## config.mk

```make
export PLATFORM = sky130hd
export DESIGN_NAME = svsi_top
export DESIGN_NICKNAME = d
export VERILOG_FILES = /design/src/logic/svsi_pkg.sv /design/src/logic/svsi_cond_sync.sv /design/src/logic/svsi_top.sv
export SDC_FILE = /design/constraint.sdc
export NUM_CORES = 1
export LEC_CHECK = 0
export ABC_AREA = 0
export BUFFER_PORTS_ARGS = -buffer_cell sky130_fd_sc_hd__buf_2
export CAP_MARGIN = 15
export CORE_ASPECT_RATIO = 1.4
export CORE_MARGIN = 4
export CORE_UTILIZATION = 44
export DETAILED_ROUTE_END_ITERATION = 10
export GPL_ROUTABILITY_DRIVEN = 0
export HOLD_SLACK_MARGIN = 0.02
export PLACE_DENSITY = 0.87
export SETUP_SLACK_MARGIN = 0.3
export SYNTH_ARGS = -nofsm -noshare
export SYNTH_HDL_FRONTEND = slang
export SYNTH_SLANG_ARGS = --single-unit
```

## constraint.sdc

```tcl
create_clock -name pclk -period 1.9 [get_ports pclk]
set_clock_uncertainty 0.2 [all_clocks]
set_input_delay 0.38 -clock pclk [delete_from_list [all_inputs] [get_ports pclk]]
set_output_delay 0.38 -clock pclk [all_outputs]
set_load 0.02 [all_outputs]
```

## src/logic/svsi_pkg.sv

```systemverilog
// Package of register map, field positions and reset values for the supply voltage sense interrupt block
`default_nettype none
package svsi_pkg;
    // Register byte offsets (one aligned word each)
    localparam logic [7:0] SVSI_OFF_ENABLE_CTRL = 8'h00;
    localparam logic [7:0] SVSI_OFF_STATUS      = 8'h04;
    localparam logic [7:0] SVSI_OFF_IRQ_ENABLE  = 8'h08;
    localparam logic [7:0] SVSI_OFF_IRQ_FLAGS   = 8'h0c;
    localparam logic [7:0] SVSI_OFF_RSVD_LO     = 8'h10;
    localparam logic [7:0] SVSI_OFF_RSVD_HI     = 8'h18;
    localparam logic [7:0] SVSI_OFF_MODE        = 8'h20;

    // Enable/control register fields
    localparam int SVSI_SESE_BIT = 0;
    localparam int SVSI_SEAE_BIT = 1;
    localparam int SVSI_SUSE_BIT = 2;
    localparam int SVSI_SUAE_BIT = 3;
    localparam int SVSI_VLS_LSB  = 4;
    localparam int SVSI_VHS_BIT  = 6;
    localparam logic [7:0] SVSI_CTRL_MASK = 8'h7f;

    // Status, enable and flag register fields
    localparam int SVSI_LOW_BIT  = 0;
    localparam int SVSI_HIGH_BIT = 1;

    // Mode register fields
    localparam int SVSI_SPECIAL_BIT = 0;
    localparam int SVSI_STOP_BIT    = 1;

    // Reset values
    localparam logic [7:0] SVSI_CTRL_RST  = 8'h00;
    localparam logic [1:0] SVSI_IE_RST    = 2'h0;
    localparam logic [1:0] SVSI_IF_RST    = 2'h0;
    localparam logic [7:0] SVSI_RSVD_RST  = 8'h00;
    localparam logic [1:0] SVSI_MODE_RST  = 2'h0;
endpackage
`default_nettype wire

```

## src/logic/svsi_cond_sync.sv

```systemverilog
// Two-flop synchroniser with change detect for one comparator condition
`timescale 1ns/100ps
`default_nettype none
module svsi_cond_sync
    import svsi_pkg::*;
(
    // Clock and reset
    input  wire logic pclk,
    input  wire logic presetn,
    // Condition in and out
    input  wire logic cond_in,
    output logic      cond_sync,
    output logic      cond_changed
);
    logic meta_r;
    logic sync_r;
    logic prev_r;

    // Only sync_r looks at meta_r; the edge detect works on settled copies
    always_ff @(posedge pclk or negedge presetn) begin
        if (!presetn) begin
            meta_r <= 1'b0;
            sync_r <= 1'b0;
            prev_r <= 1'b0;
        end else begin
            meta_r <= cond_in;
            sync_r <= meta_r;
            prev_r <= sync_r;
        end
    end

    // One pulse for every settled change, either direction
    assign cond_sync    = sync_r;
    assign cond_changed = sync_r ^ prev_r;
endmodule
`default_nettype wire

```

## src/logic/svsi_top.sv

```systemverilog
// Supply voltage sense interrupt logic with APB register slave
// Operation
// - High flag requests interrupt only while high enable bit 1 is set.
// - Low flag requests interrupt only while low enable bit 0 is set.
// - High flag bit 1 sets on every high condition change.
// - Low flag bit 0 sets on every low condition change.
// - Flags clear only by writing one; zero writes leave them unchanged.
// - Interrupt enable register is read/write at any time.
// - Reserved test registers take writes only in special mode.
// - Request delivered only in run mode; stop mode leaves flags alone.
// - Both level enables clear forces both condition bits to zero.
// - Disabling during an active condition sets its flag once more.
// - Both gated sources merge into one module interrupt line.
// - Two-bit low threshold select picks one of four low thresholds.
// - High threshold select bit picks one of two high thresholds.
// - Setting sense-pin level enable clears the supply-pin level enable.
//
// The APB interface to the registers and the register addresses were decided locally.
`timescale 1ns/100ps
`default_nettype none
module svsi_top
    import svsi_pkg::*;
(
    // Clock and reset
    input  wire logic        pclk,
    input  wire logic        presetn,
    // APB slave
    input  wire logic        psel,
    input  wire logic        penable,
    input  wire logic        pwrite,
    input  wire logic [7:0]  paddr,
    input  wire logic [31:0] pwdata,
    output logic             pready,
    output logic             pslverr,
    output logic [31:0]      prdata,
    // Analog comparator interface
    input  wire logic        low_cmp_in,
    input  wire logic        high_cmp_in,
    output logic             sense_pin_level_enable,
    output logic             supply_pin_level_enable,
    output logic             supply_adc_connect,
    output logic             sense_adc_connect,
    output logic [1:0]       low_threshold_select,
    output logic             high_threshold_select,
    // Interrupt
    output logic             module_irq
);
    // Register state
    logic [7:0]  ctrl_r;
    logic [7:0]  ctrl_nxt;
    logic [1:0]  irq_en_r;
    logic [1:0]  irq_flag_r;
    logic [1:0]  irq_flag_nxt;
    logic [7:0]  rsvd_r [2];
    logic [1:0]  mode_r;
    logic [31:0] prdata_r;

    // One address match per register, shared by the write enables and the read mux
    function automatic logic svsi_hit(input logic [7:0] addr, input logic [7:0] off);
        return addr == off;
    endfunction

    // Access decode; read data is fetched in the setup cycle, writes land at the access edge
    wire        acc      = psel & penable;
    wire        wr       = acc & pwrite;
    wire        rd_setup = psel & ~penable & ~pwrite;
    wire        hit_ctrl = svsi_hit(paddr, SVSI_OFF_ENABLE_CTRL);
    wire        hit_stat = svsi_hit(paddr, SVSI_OFF_STATUS);
    wire        hit_ie   = svsi_hit(paddr, SVSI_OFF_IRQ_ENABLE);
    wire        hit_if   = svsi_hit(paddr, SVSI_OFF_IRQ_FLAGS);
    wire        hit_rsv0 = svsi_hit(paddr, SVSI_OFF_RSVD_LO);
    wire        hit_rsv1 = svsi_hit(paddr, SVSI_OFF_RSVD_HI);
    wire        hit_mode = svsi_hit(paddr, SVSI_OFF_MODE);
    wire        hit_any  = hit_ctrl | hit_stat | hit_ie | hit_if | hit_rsv0 | hit_rsv1 | hit_mode;
    wire [7:0]  wbyte    = pwdata[7:0];
    wire        special  = mode_r[SVSI_SPECIAL_BIT];
    wire        cpu_stop = mode_r[SVSI_STOP_BIT];

    // Always zero wait states; unmapped addresses answer with an error
    assign pready  = 1'b1;
    assign pslverr = acc & ~hit_any;
    assign prdata  = prdata_r;

    // Sense enables: either pin on means the comparator runs
    wire sese = ctrl_r[SVSI_SESE_BIT];
    wire suse = ctrl_r[SVSI_SUSE_BIT];
    wire cmp_on = sese | suse;

    // Control write: SESE set clears SUSE, SEAE set clears SUAE;
    // SUSE/SUAE can only be set while their sense-pin partner is clear
    always_comb begin
        ctrl_nxt = ctrl_r;
        if (wr && hit_ctrl) begin
            ctrl_nxt = wbyte & SVSI_CTRL_MASK;
            if (wbyte[SVSI_SESE_BIT]) begin
                ctrl_nxt[SVSI_SUSE_BIT] = 1'b0;
            end
            if (wbyte[SVSI_SEAE_BIT]) begin
                ctrl_nxt[SVSI_SUAE_BIT] = 1'b0;
            end
        end
    end

    // Condition inputs gated by comparator enable, forced low when off
    wire low_gated  = low_cmp_in & cmp_on;
    wire high_gated = high_cmp_in & cmp_on;

    // Synchronise and edge-detect each condition
    logic low_condition;
    logic high_condition;
    logic low_chg;
    logic high_chg;

    svsi_cond_sync u_low_sync (
        .pclk         (pclk),
        .presetn      (presetn),
        .cond_in      (low_gated),
        .cond_sync    (low_condition),
        .cond_changed (low_chg)
    );

    svsi_cond_sync u_high_sync (
        .pclk         (pclk),
        .presetn      (presetn),
        .cond_in      (high_gated),
        .cond_sync    (high_condition),
        .cond_changed (high_chg)
    );

    // Flags: a change in the same cycle as a clearing write wins
    wire [1:0] flag_clr = (wr && hit_if) ? wbyte[1:0] : 2'h0;
    wire [1:0] flag_set = {high_chg, low_chg};
    assign irq_flag_nxt = (irq_flag_r & ~flag_clr) | flag_set;

    // Source request of one condition: its flag gated by its own enable
    function automatic logic svsi_src(input logic [1:0] flags, input logic [1:0] en, input int idx);
        return flags[idx] & en[idx];
    endfunction

    // Gated sources and merged request, held off while the CPU is stopped
    wire low_condition_irq  = svsi_src(irq_flag_r, irq_en_r, SVSI_LOW_BIT);
    wire high_condition_irq = svsi_src(irq_flag_r, irq_en_r, SVSI_HIGH_BIT);
    assign module_irq = (low_condition_irq | high_condition_irq) & ~cpu_stop;

    // Drive analog controls from the control register
    assign sense_pin_level_enable  = sese;
    assign supply_pin_level_enable = suse;
    assign sense_adc_connect       = ctrl_r[SVSI_SEAE_BIT];
    assign supply_adc_connect      = ctrl_r[SVSI_SUAE_BIT];
    assign low_threshold_select    = ctrl_r[SVSI_VLS_LSB +: 2];
    assign high_threshold_select   = ctrl_r[SVSI_VHS_BIT];

    // Read mux
    logic [7:0] rbyte;
    always_comb begin
        rbyte = 8'h00;
        if (hit_ctrl) begin
            rbyte = ctrl_r;
        end else if (hit_stat) begin
            rbyte = {6'h00, high_condition, low_condition};
        end else if (hit_ie) begin
            rbyte = {6'h00, irq_en_r};
        end else if (hit_if) begin
            rbyte = {6'h00, irq_flag_r};
        end else if (hit_rsv0) begin
            rbyte = rsvd_r[0];
        end else if (hit_rsv1) begin
            rbyte = rsvd_r[1];
        end else if (hit_mode) begin
            rbyte = {6'h00, mode_r};
        end
    end

    // Control and flag registers
    always_ff @(posedge pclk or negedge presetn) begin
        if (!presetn) begin
            ctrl_r     <= SVSI_CTRL_RST;
            irq_flag_r <= SVSI_IF_RST;
        end else begin
            ctrl_r     <= ctrl_nxt;
            irq_flag_r <= irq_flag_nxt;
        end
    end

    // Enable register, writable in any mode
    always_ff @(posedge pclk or negedge presetn) begin
        if (!presetn) begin
            irq_en_r <= SVSI_IE_RST;
        end else if (wr && hit_ie) begin
            irq_en_r <= wbyte[1:0];
        end
    end

    // Mode register: special-mode and stop-mode indications from system
    always_ff @(posedge pclk or negedge presetn) begin
        if (!presetn) begin
            mode_r <= SVSI_MODE_RST;
        end else if (wr && hit_mode) begin
            mode_r <= wbyte[1:0];
        end
    end

    // Reserved test bytes: normal-mode writes dropped silently
    always_ff @(posedge pclk or negedge presetn) begin
        if (!presetn) begin
            rsvd_r[0] <= SVSI_RSVD_RST;
            rsvd_r[1] <= SVSI_RSVD_RST;
        end else if (wr && special && hit_rsv0) begin
            rsvd_r[0] <= wbyte;
        end else if (wr && special && hit_rsv1) begin
            rsvd_r[1] <= wbyte;
        end
    end

    // Read data captured at the setup edge, so it already stands when the access edge samples it;
    // no register here changes on a read, so fetching one cycle early loses nothing
    always_ff @(posedge pclk or negedge presetn) begin
        if (!presetn) begin
            prdata_r <= 32'h0000_0000;
        end else if (rd_setup) begin
            prdata_r <= {24'h00_0000, rbyte};
        end
    end
endmodule
`default_nettype wire

```

==> results.cfg, run 1 <==
[status]
status = finished, violations left
violations = setup timing

[setup_path]
worstSetupStartpoint = paddr[7]
r2r_start = mode_r[0]
path_cells = buf_6 > or4_4 > or3_4 > nor3_4 > mux2_4
cp-end-kind = register
crit_type = primary input to register
cp_slowest_cell = or4_4
critPathRequiredTime_ns = 1.89
start_kind = primary input
crit_arrival_ns = 1.96
cp_slowest_stage_delay_ns = 0.56
crit_fanout = 4
crit_family = simple AND/OR/NAND/NOR gates
path_buf_inv = 1

[logic_synthesis]
synth_ff_type = dfrtp_1
ys_top_cells_by_area = dfrtp_1 (48%), mux2_2 (15%), buf_4 (8.8%), a22oi_1 (2.0%), nand2_1 (2.0%)
ys_types = 42
synth_edf_count = 0
netlist.area_leader.share_pct = 48.4
syn_inst = 196
ys_warn_count = 0
ys_seq_area_share_pct = 48.4
synth_top_area_cell = dfrtp_1
synth_area_mm2 = 0.00222
ys_seq_elements = 43
async_flop_share_pct = 100
syn_avg_cell_area_um2 = 11.3

[worst_hold_path]
hold_start = low_cmp_in
hold_class = primary input to register

[cts]
cts_sinks = 43
clock_path_buffers = 2
root_buffer = clkbuf_8
htree_levels = 2
clk_pin_slew_ns = 0.08
clk_latency_ns = 0.30
cts_tree = yes
cts_buffers = 5

[floorplan]
start_util_pct = 45.6
num_rows = 30
top_level_ports = 89
core_mm2 = 0.00488
die_area_mm2 = 0.00627
die_x_um = 68.1
die_h_um = 92.1

[pwr]
power.total_w = 0.00184
p_seq_share_pct = 52.0
swShare_pct = 25.6
p_leak_nw = 1.44
internal_power_w = 0.00137
vdd_drop_max_mv = 0.361
power.switching_w = 0.000472
clkPwrFrac_pct = 34.1
power_frac_comb_pct = 13.9
power_density_mw_per_mm2 = 643

[final_layout]
syn_to_final_growth_pct = 28.9
diodes = 0
num-fill-cells = 396
final_nets = 311
drive_gt1_share_pct = 47.5

[timing]
setup_ws_ns = -0.0712
rsz0062_at_grt = yes
setup_tns_ns = -0.485
max_slew_margin_pct = 64.7
tightest_slew_ns = 0.529
setup_viol = 11
fmax_ghz = 0.507
fin_crit_ns = 1.97
slew_violations = 0
hold_viol = 0
min_period_over_period_pct = 104

[route]
wire_per_inst_um = 16.9
wl_um = 5570
first_pass_iters = 4
via_count = 1750
antenna_left = 0
vias_per_cell = 5.32
drc = 0
drt_iter0_drc = 94

[global_route]
grt_max_degree = 44
grt_pass1_wl_um = 8610
grt_overflow = 0
grt_pass1_vias = 1764
track_usage_pct = 18.6
antenna_found_initial = 0

[flow_run]
max_cap_violations = 0

[place]
port_buffers = 39
dp_hpwl_um = 4010
==> layout make-up <==
| class | count | area [um2] | area share (%) |
|---|---|---|---|
| multi-input combinational | 137 | 1090 | 37.9 |
| sequential | 43 | 1080 | 37.6 |
| timing repair buffer | 73 | 507 | 17.7 |
| clock buffer | 8 | 100 | 3.49 |
| tap | 64 | 80.1 | 2.79 |
| inverter | 4 | 15.0 | 0.524 |
==> timing repair <==
item | CTS | global route
hold buffers | 1 | 0
cloned | 0 | 0
pin swaps | 4 | 3
endpoints found under the setup margin | 37 | 37
buffers inserted | 4 | 1
hold endpoints to repair | 43 | 0
resized for setup | 23 | 5
==> per-layer routing <==
metal | GRT usage, % | part of all wire, %
met3 | 3.31 | 6.1
met2 | 31.6 | 54
met4 | 10.4 | 3.7
met1 | 21.1 | 36
met5 | 0 | 0
==> worst register-to-register path, delay by kind of cell, from the launching register on <==
kind                   cells  cell delay [ns]
buffers and inverters      1             0.19
AND/OR/NAND/NOR            2             0.41
flip-flops                 1             0.41
multiplexers               1             0.33
==> worst paths after layout <==
kind                                        endpoint  slack (ns)  depth (start not counted)
worst max-delay path                     irq_en_r[0]       -0.07                          5
worst min-delay path               u_low_sync.meta_r        0.09                          2
worst max register to register             rsvd_r[7]        0.25                          4
worst min register to register  u_low_sync.cond_sync        0.16                          0
max in group asynchronous          u_low_sync.meta_r        0.63                          3
min in group asynchronous                  prdata[6]        0.50                          3
==> synth_stat cells (2+ instances only) <==
cell	number
dfrtp_1	43
mux2_2	30
buf_4	26
nand2_1	12
clkbuf_1	8
o21ai_0	8
a21oi_1	6
a22oi_1	6
inv_1	4
nand2b_1	4
a31oi_1	3
nor2_1	3
a211oi_1	2
a21o_1	2
and2_1	2
and3_1	2
conb_1	2
nand3b_1	2
nand4_1	2
nor3_1	2
nor3_2	2
nor3b_1	2
nor4_1	2
o21a_1	2
xor2_1	2
==> power groups by stage <==
stage | registers (W) | clock network (W) | logic [W]
4_1_cts | 0.000959 | 0.000641 | 0.000249
3_3_place_gp | 0.000973 | 0 | 0.000213
5_1_grt | 0.000961 | 0.000679 | 0.000278
3_5_place_dp | 0.000977 | 0 | 0.000218
2_1_floorplan | 0.000977 | 0 | 0.000171
6_report | 0.000959 | 0.000629 | 0.000256
==> cells in the final DEF, fill, tap and decap left out, types with 2 or more instances in the layout <==
master and n:
and2_1 2, dfrtp_1 43, a31oi_1 3, nor3_2 2
xor2_1 2, a22oi_1 5, mux2_2 23, clkbuf_8 7
o21ai_0 2, mux2_4 7, nand2_1 12, nor4_4 2
o21ai_1 6, nor2_1 3, o21a_1 2, buf_6 11
buf_4 27, nand2b_1 4, nand3b_1 2, buf_2 34
inv_1 4, nand4_1 2, a211oi_1 2, conb_1 25
nor3_4 2, a21oi_1 6, a21o_1 2
==> stage by stage <==
step                instances  setup slack (ns)  utilization, %  area, um2  hold slack [ns]
CTS                       328           -0.0624            58.1       2840           0.0917
floorplan                 219            -0.279               -       2430           -0.116
finish                    329           -0.0712            58.7       2870           0.0934
detailed placement        315            -0.403            53.5       2610            0.144
global route              329           -0.0887            58.7       2870           0.0897
global placement          315            -0.370            53.5       2610            0.133
==> flip-flops by register name (all words and copies together) (netlist names), 2 cells and up <==
register	cells
irq_flag_r	2
rsvd_r	16
mode_r	2
irq_en_r	2
prdata	8
ctrl_r	7
==> logic make-up after synthesis <==
kind of cell | after synthesis | share of synthesized area (%)
mux | 32 | 16.7
compound gates | 34 | 9.90
flops | 43 | 48.4
other cells | 2 | 0.338
buf+inv | 39 | 11.3
xor+xnor | 2 | 0.788
simple gates | 44 | 12.6
(Power assumes the default switching activity.)
==> run 2, diff against run 1 <==
--- a/config.mk
+++ b/config.mk
@@ -8,7 +8,7 @@
 export ABC_AREA = 0
 export BUFFER_PORTS_ARGS = -buffer_cell sky130_fd_sc_hd__buf_2
 export CAP_MARGIN = 15
-export CORE_ASPECT_RATIO = 1.4
+export CORE_ASPECT_RATIO = 1.2
 export CORE_MARGIN = 4
 export CORE_UTILIZATION = 44
 export DETAILED_ROUTE_END_ITERATION = 10
==> run 2 against run 1 <==
  * The flow still finishes with violations (setup timing)
  * Cell count shrank 0.30%
  * Global-route usage increased by 0.12 points
  * Critical path depth increased by 1
  * Combinational power grew 5%
  * Core utilization is 1.7 points higher
  * Via count shrank 1.5%
  * Critical endpoint is now rsvd_r[12]
  * Die area shrank 0.19%
  * Flip-flop and latch count unchanged
  * Fmax shrank 0.29%
  * Hold slack better by 0.0016 ns
  * Wire length is 2.4% lower
==> results.cfg, run 2 (same netlist as run 1, synthesis figures left out) <==
[status]
status = finished, violations left
violations = setup timing

[cts]
cts_tree = yes
clk_pin_slew_ns = 0.08
root_buffer = clkbuf_8
cts_sinks = 43
clk_latency_ns = 0.30
htree_levels = 2
cts_buffers = 5
clock_path_buffers = 2

[floorplan]
num_rows = 28
die_h_um = 85.9
die_x_um = 72.9
start_util_pct = 45.3
die_area_mm2 = 0.00626
top_level_ports = 89
core_mm2 = 0.00490

[global_route]
track_usage_pct = 18.7
grtUsageMet2_pct = 32.2
grt_pass1_wl_um = 8900
use_met3_pct = 4.22
grt_overflow = 0
use_met1_pct = 21.5
grt_pass1_vias = 1852
grt_max_degree = 26
busiest_layer = met2
antenna_found_initial = 0

[timing]
min_period_over_period_pct = 104
fin_crit_ns = 1.98
slew_violations = 0
hold_viol = 0
rsz0062_at_grt = yes
fmax_ghz = 0.506
setup_ws_ns = -0.0768
setup_viol = 24

[setup_path]
regToRegSetupSlack_ns = 0.27
cp-end-kind = register
start_kind = primary input
cp_slowest_stage_delay_ns = 0.58
path_buf_inv = 2
critPathRequiredTime_ns = 1.89
cp_slowest_cell = or4_4
crit_type = primary input to register
crit_fanout = 8
crit_arrival_ns = 1.96
path_cells = buf_6 > or4_4 > nor3_4 > and4_4 > buf_12 > mux2_2
crit_family = simple AND/OR/NAND/NOR gates

[final_layout]
layout_commonest_cell = dfrtp_1
num-fill-cells = 392
final_cell_mix = dfrtp_1 (43), buf_2 (36), buf_4 (27)
fin_area_mm2 = 0.00296
ff_latch_area_mm2 = 0.00108
largest_reg_flops = 16
largest-register = rsvd_r
final_nets = 314
syn_to_final_growth_pct = 33.2
drive_gt1_share_pct = 48.9
diodes = 0
final_cells = 328
multi_input_area_mm2 = 0.00114

[place]
port_buffers = 39
place_area_mm2 = 0.00266
placedCellCount = 313
dp_hpwl_um = 3830

[pwr]
power_density_mw_per_mm2 = 629
p_leak_nw = 1.48
power.total_w = 0.00186
vdd_drop_max_mv = 0.383

[route]
first_pass_iters = 4
via_count = 1723
vias_per_cell = 5.25
drc = 0
wire_per_inst_um = 16.6
drt_iter0_drc = 121
antenna_left = 0
wl_um = 5440

[flow_run]
max_cap_violations = 0

[worst_hold_path]
hold_class = primary input to register
-- run 2: timing repair --
action | in CTS | in global routing
hold buffers | 1 | 0
setup endpoints to repair | 37 | 37
endpoints found under the hold margin | 18 | 0
pin swaps | 5 | 4
cloned | 1 | 0
buffers inserted | 4 | 1
gates resized for setup | 32 | 6
-- run 2: final cells by class --
class,instances,share of cell area (%)
Inverter,4,0.507
Clock inverter,1,0.253
Timing Repair Buffer,76,18.7
Sequential cell,43,36.3
Tap cell,60,2.53
Clock buffer,7,3.25
Multi-Input combinational cell,137,38.4
-- run 2: worst reg2reg max path: cells and delay by family, from the launching register on --
family | cells | cell delay, ns
mux | 1 | 0.33
flops | 1 | 0.40
buf+inv | 1 | 0.17
simple gates | 2 | 0.42
-- run 2: routing by layer --
metal,vias up,share of wire (%)
met5,-,0
met4,0,2.5
met3,10,5.6
met2,60,55
met1,863,37
li1,790,-
-- run 2: final timing paths --
kind | startpoint | to | cells past startpoint
max | paddr[7] | rsvd_r[12] | 6
min | high_cmp_in | u_high_sync.meta_r | 2
max reg2reg | mode_r[0] | rsvd_r[5] | 4
min reg2reg | u_high_sync.meta_r | u_high_sync.cond_sync | 0
max in group asynchronous | presetn | rsvd_r[8] | 3
min in group asynchronous | presetn | prdata[4] | 2
-- run 2: metrics by stage --
stage / worst slack, ns / setup TNS, ns / hold WS [ns] / util, %
2_1_floorplan: -0.279 / -5.39 / -0.116 / -
3_3_place_gp: -0.352 / -9.20 / 0.132 / 54.2
3_5_place_dp: -0.441 / -10.23 / 0.138 / 54.2
4_1_cts: -0.0186 / -0.152 / 0.0924 / 59.6
5_1_grt: -0.104 / -1.84 / 0.0971 / 60.4
6_report: -0.0768 / -0.859 / 0.0951 / 60.4
-- run 2: report_power, final --
part	switching (W)	internal [W]
combinational	0.000159	0.000108
clock	0.000307	0.000330
sequential	0.0000190	0.000938
total	0.000485	0.00138
==> run 3, diff against run 2 <==
--- a/config.mk
+++ b/config.mk
@@ -10,11 +10,11 @@
 export CAP_MARGIN = 15
 export CORE_ASPECT_RATIO = 1.2
 export CORE_MARGIN = 4
-export CORE_UTILIZATION = 44
+export CORE_UTILIZATION = 48
 export DETAILED_ROUTE_END_ITERATION = 10
 export GPL_ROUTABILITY_DRIVEN = 0
 export HOLD_SLACK_MARGIN = 0.02
-export PLACE_DENSITY = 0.87
+export PLACE_DENSITY = 0.89
 export SETUP_SLACK_MARGIN = 0.3
 export SYNTH_ARGS = -nofsm -noshare
 export SYNTH_HDL_FRONTEND = slang
==> constraint.sdc (replaced) <==
create_clock -name pclk -period 2.1 [get_ports pclk]
set_clock_uncertainty 0.2 [all_clocks]
set_input_delay 0.42 -clock pclk [delete_from_list [all_inputs] [get_ports pclk]]
set_output_delay 0.42 -clock pclk [all_outputs]
set_load 0.02 [all_outputs]
==> run 3 against run 2 <==
  * The run now ends clean
  * Clock power down 14%
  * Count of clock-buffer cells in the layout unchanged
  * Critical path depth unchanged
  * Sequential power down 9.7%
==> results.cfg, run 3 (same netlist as run 1, synthesis figures left out) <==
[pwr]
p_leak_nw = 1.41
vdd_drop_max_mv = 0.460
clkPwrFrac_pct = 33.4
power.total_w = 0.00165
power_frac_comb_pct = 14.2
internal_power_w = 0.00121
power_density_mw_per_mm2 = 588
power.switching_w = 0.000439
swShare_pct = 26.6
p_seq_share_pct = 52.4

[route]
drt_iter0_drc = 86
wire_per_inst_um = 17.2
via_count = 1740
antenna_left = 0
wl_um = 5380
drc = 0
first_pass_iters = 4
vias_per_cell = 5.56

[cts]
root_buffer = clkbuf_8
clk_latency_ns = 0.30
cts_buffers = 5
clk_pin_slew_ns = 0.08
cts_tree = yes
htree_levels = 2
cts_sinks = 43
clock_path_buffers = 2

[timing]
setup_viol = 0
fin_crit_ns = 2.00
min_period_over_period_pct = 95.4
slew_violations = 0
rsz0062_at_grt = yes
fmax_ghz = 0.499
max_slew_margin_pct = 66.9
hold_viol = 0
tightest_slew_ns = 0.492
setup_tns_ns = 0
setup_ws_ns = 0.0960

[place]
dp_hpwl_um = 3640
port_buffers = 39
place_ws_ns = -0.229
placedCellCount = 298

[setup_path]
path_cells = buf_8 > or4_4 > nor3_2 > and4_4 > buf_6 > mux2_2
crit_fanout = 5
path_buf_inv = 2
crit_arrival_ns = 1.99
critPathRequiredTime_ns = 2.09
start_kind = primary input
cp_slowest_cell = or4_4
crit_family = simple AND/OR/NAND/NOR gates
crit_type = primary input to register
cp-end-kind = register
cp_slowest_stage_delay_ns = 0.58

[global_route]
grt_pass1_wl_um = 8470
grt_pass1_vias = 1728
track_usage_pct = 19.4
antenna_found_initial = 0
grt_max_degree = 19
grt_overflow = 0

[status]
status = complete, no violations

[final_layout]
drive_gt1_share_pct = 45.9
final_cells = 313
largest_reg_flops = 16
final_cell_mix = dfrtp_1 (43), buf_2 (35), conb_1 (25)
largest-register = rsvd_r
num-fill-cells = 332
syn_to_final_growth_pct = 26.3
final_nets = 303
diodes = 0
layout_commonest_cell = dfrtp_1
fin_util_pct = 64.4

[flow_run]
max_cap_violations = 0

[floorplan]
core_mm2 = 0.00436
die_h_um = 82.6
start_util_pct = 51.0
top_level_ports = 89
die_area_mm2 = 0.00579
num_rows = 26
die_x_um = 70.1

[worst_hold_path]
hold_class = primary input to register
[run 3: metrics by stage]
| stage | area [um2] | hold WS (ns) |
|---|---|---|
| 3_5_place_dp | 2540 | 0.139 |
| 5_1_grt | 2810 | 0.135 |
| 2_1_floorplan | 2400 | -0.0756 |
| 4_1_cts | 2720 | 0.124 |
| 6_report | 2810 | 0.130 |
| 3_3_place_gp | 2540 | 0.132 |
[run 3: what timing repair did]
action                                  in CTS  in global routing
setup buffers                                1                  5
hold buffers                                 1                  0
gates resized for setup                     16                 14
endpoints found under the hold margin       16                  0
endpoints found under the setup margin      26                 34
pin swaps                                    3                  6
[run 3: final timing paths]
check	startpoint	to	slack, ns	cells after the start
setup / recovery	paddr[7]	rsvd_r[9]	0.1	6
hold / removal	low_cmp_in	u_low_sync.meta_r	0.13	2
setup reg to reg	mode_r[0]	rsvd_r[7]	0.42	4
hold reg to reg	u_high_sync.meta_r	u_high_sync.cond_sync	0.15	0
max in group asynchronous	presetn	rsvd_r[13]	0.82	3
min in group asynchronous	presetn	irq_flag_r[1]	0.36	2
[run 3: cell type report]
class | instances | area, um2 | area share, %
Clock buffer | 7 | 86.3 | 3.07
Multi-Input combinational cell | 137 | 1110 | 39.4
Timing Repair Buffer | 65 | 444 | 15.8
Sequential cell | 43 | 1080 | 38.3
Inverter | 4 | 15.0 | 0.535
Tap cell | 56 | 70.1 | 2.50
Clock inverter | 1 | 8.76 | 0.312
[run 3: power by group through the flow]
stage / logic [W] / clock network (W) / registers [W]
after global routing: 0.000257 / 0.000598 / 0.000868
after detailed placement: 0.000188 / 0 / 0.000883
after CTS: 0.000197 / 0.000559 / 0.000869
final: 0.000235 / 0.000551 / 0.000864
after global placement: 0.000181 / 0 / 0.000880
after floorplan: 0.000150 / 0 / 0.000884
[run 3: metal layers]
layer  GRT usage [%]  routed length (um)
met1            23.6                2100
met2            31.2                2630
met3            5.08                 381
met4            11.7                 269
met5               0                   0
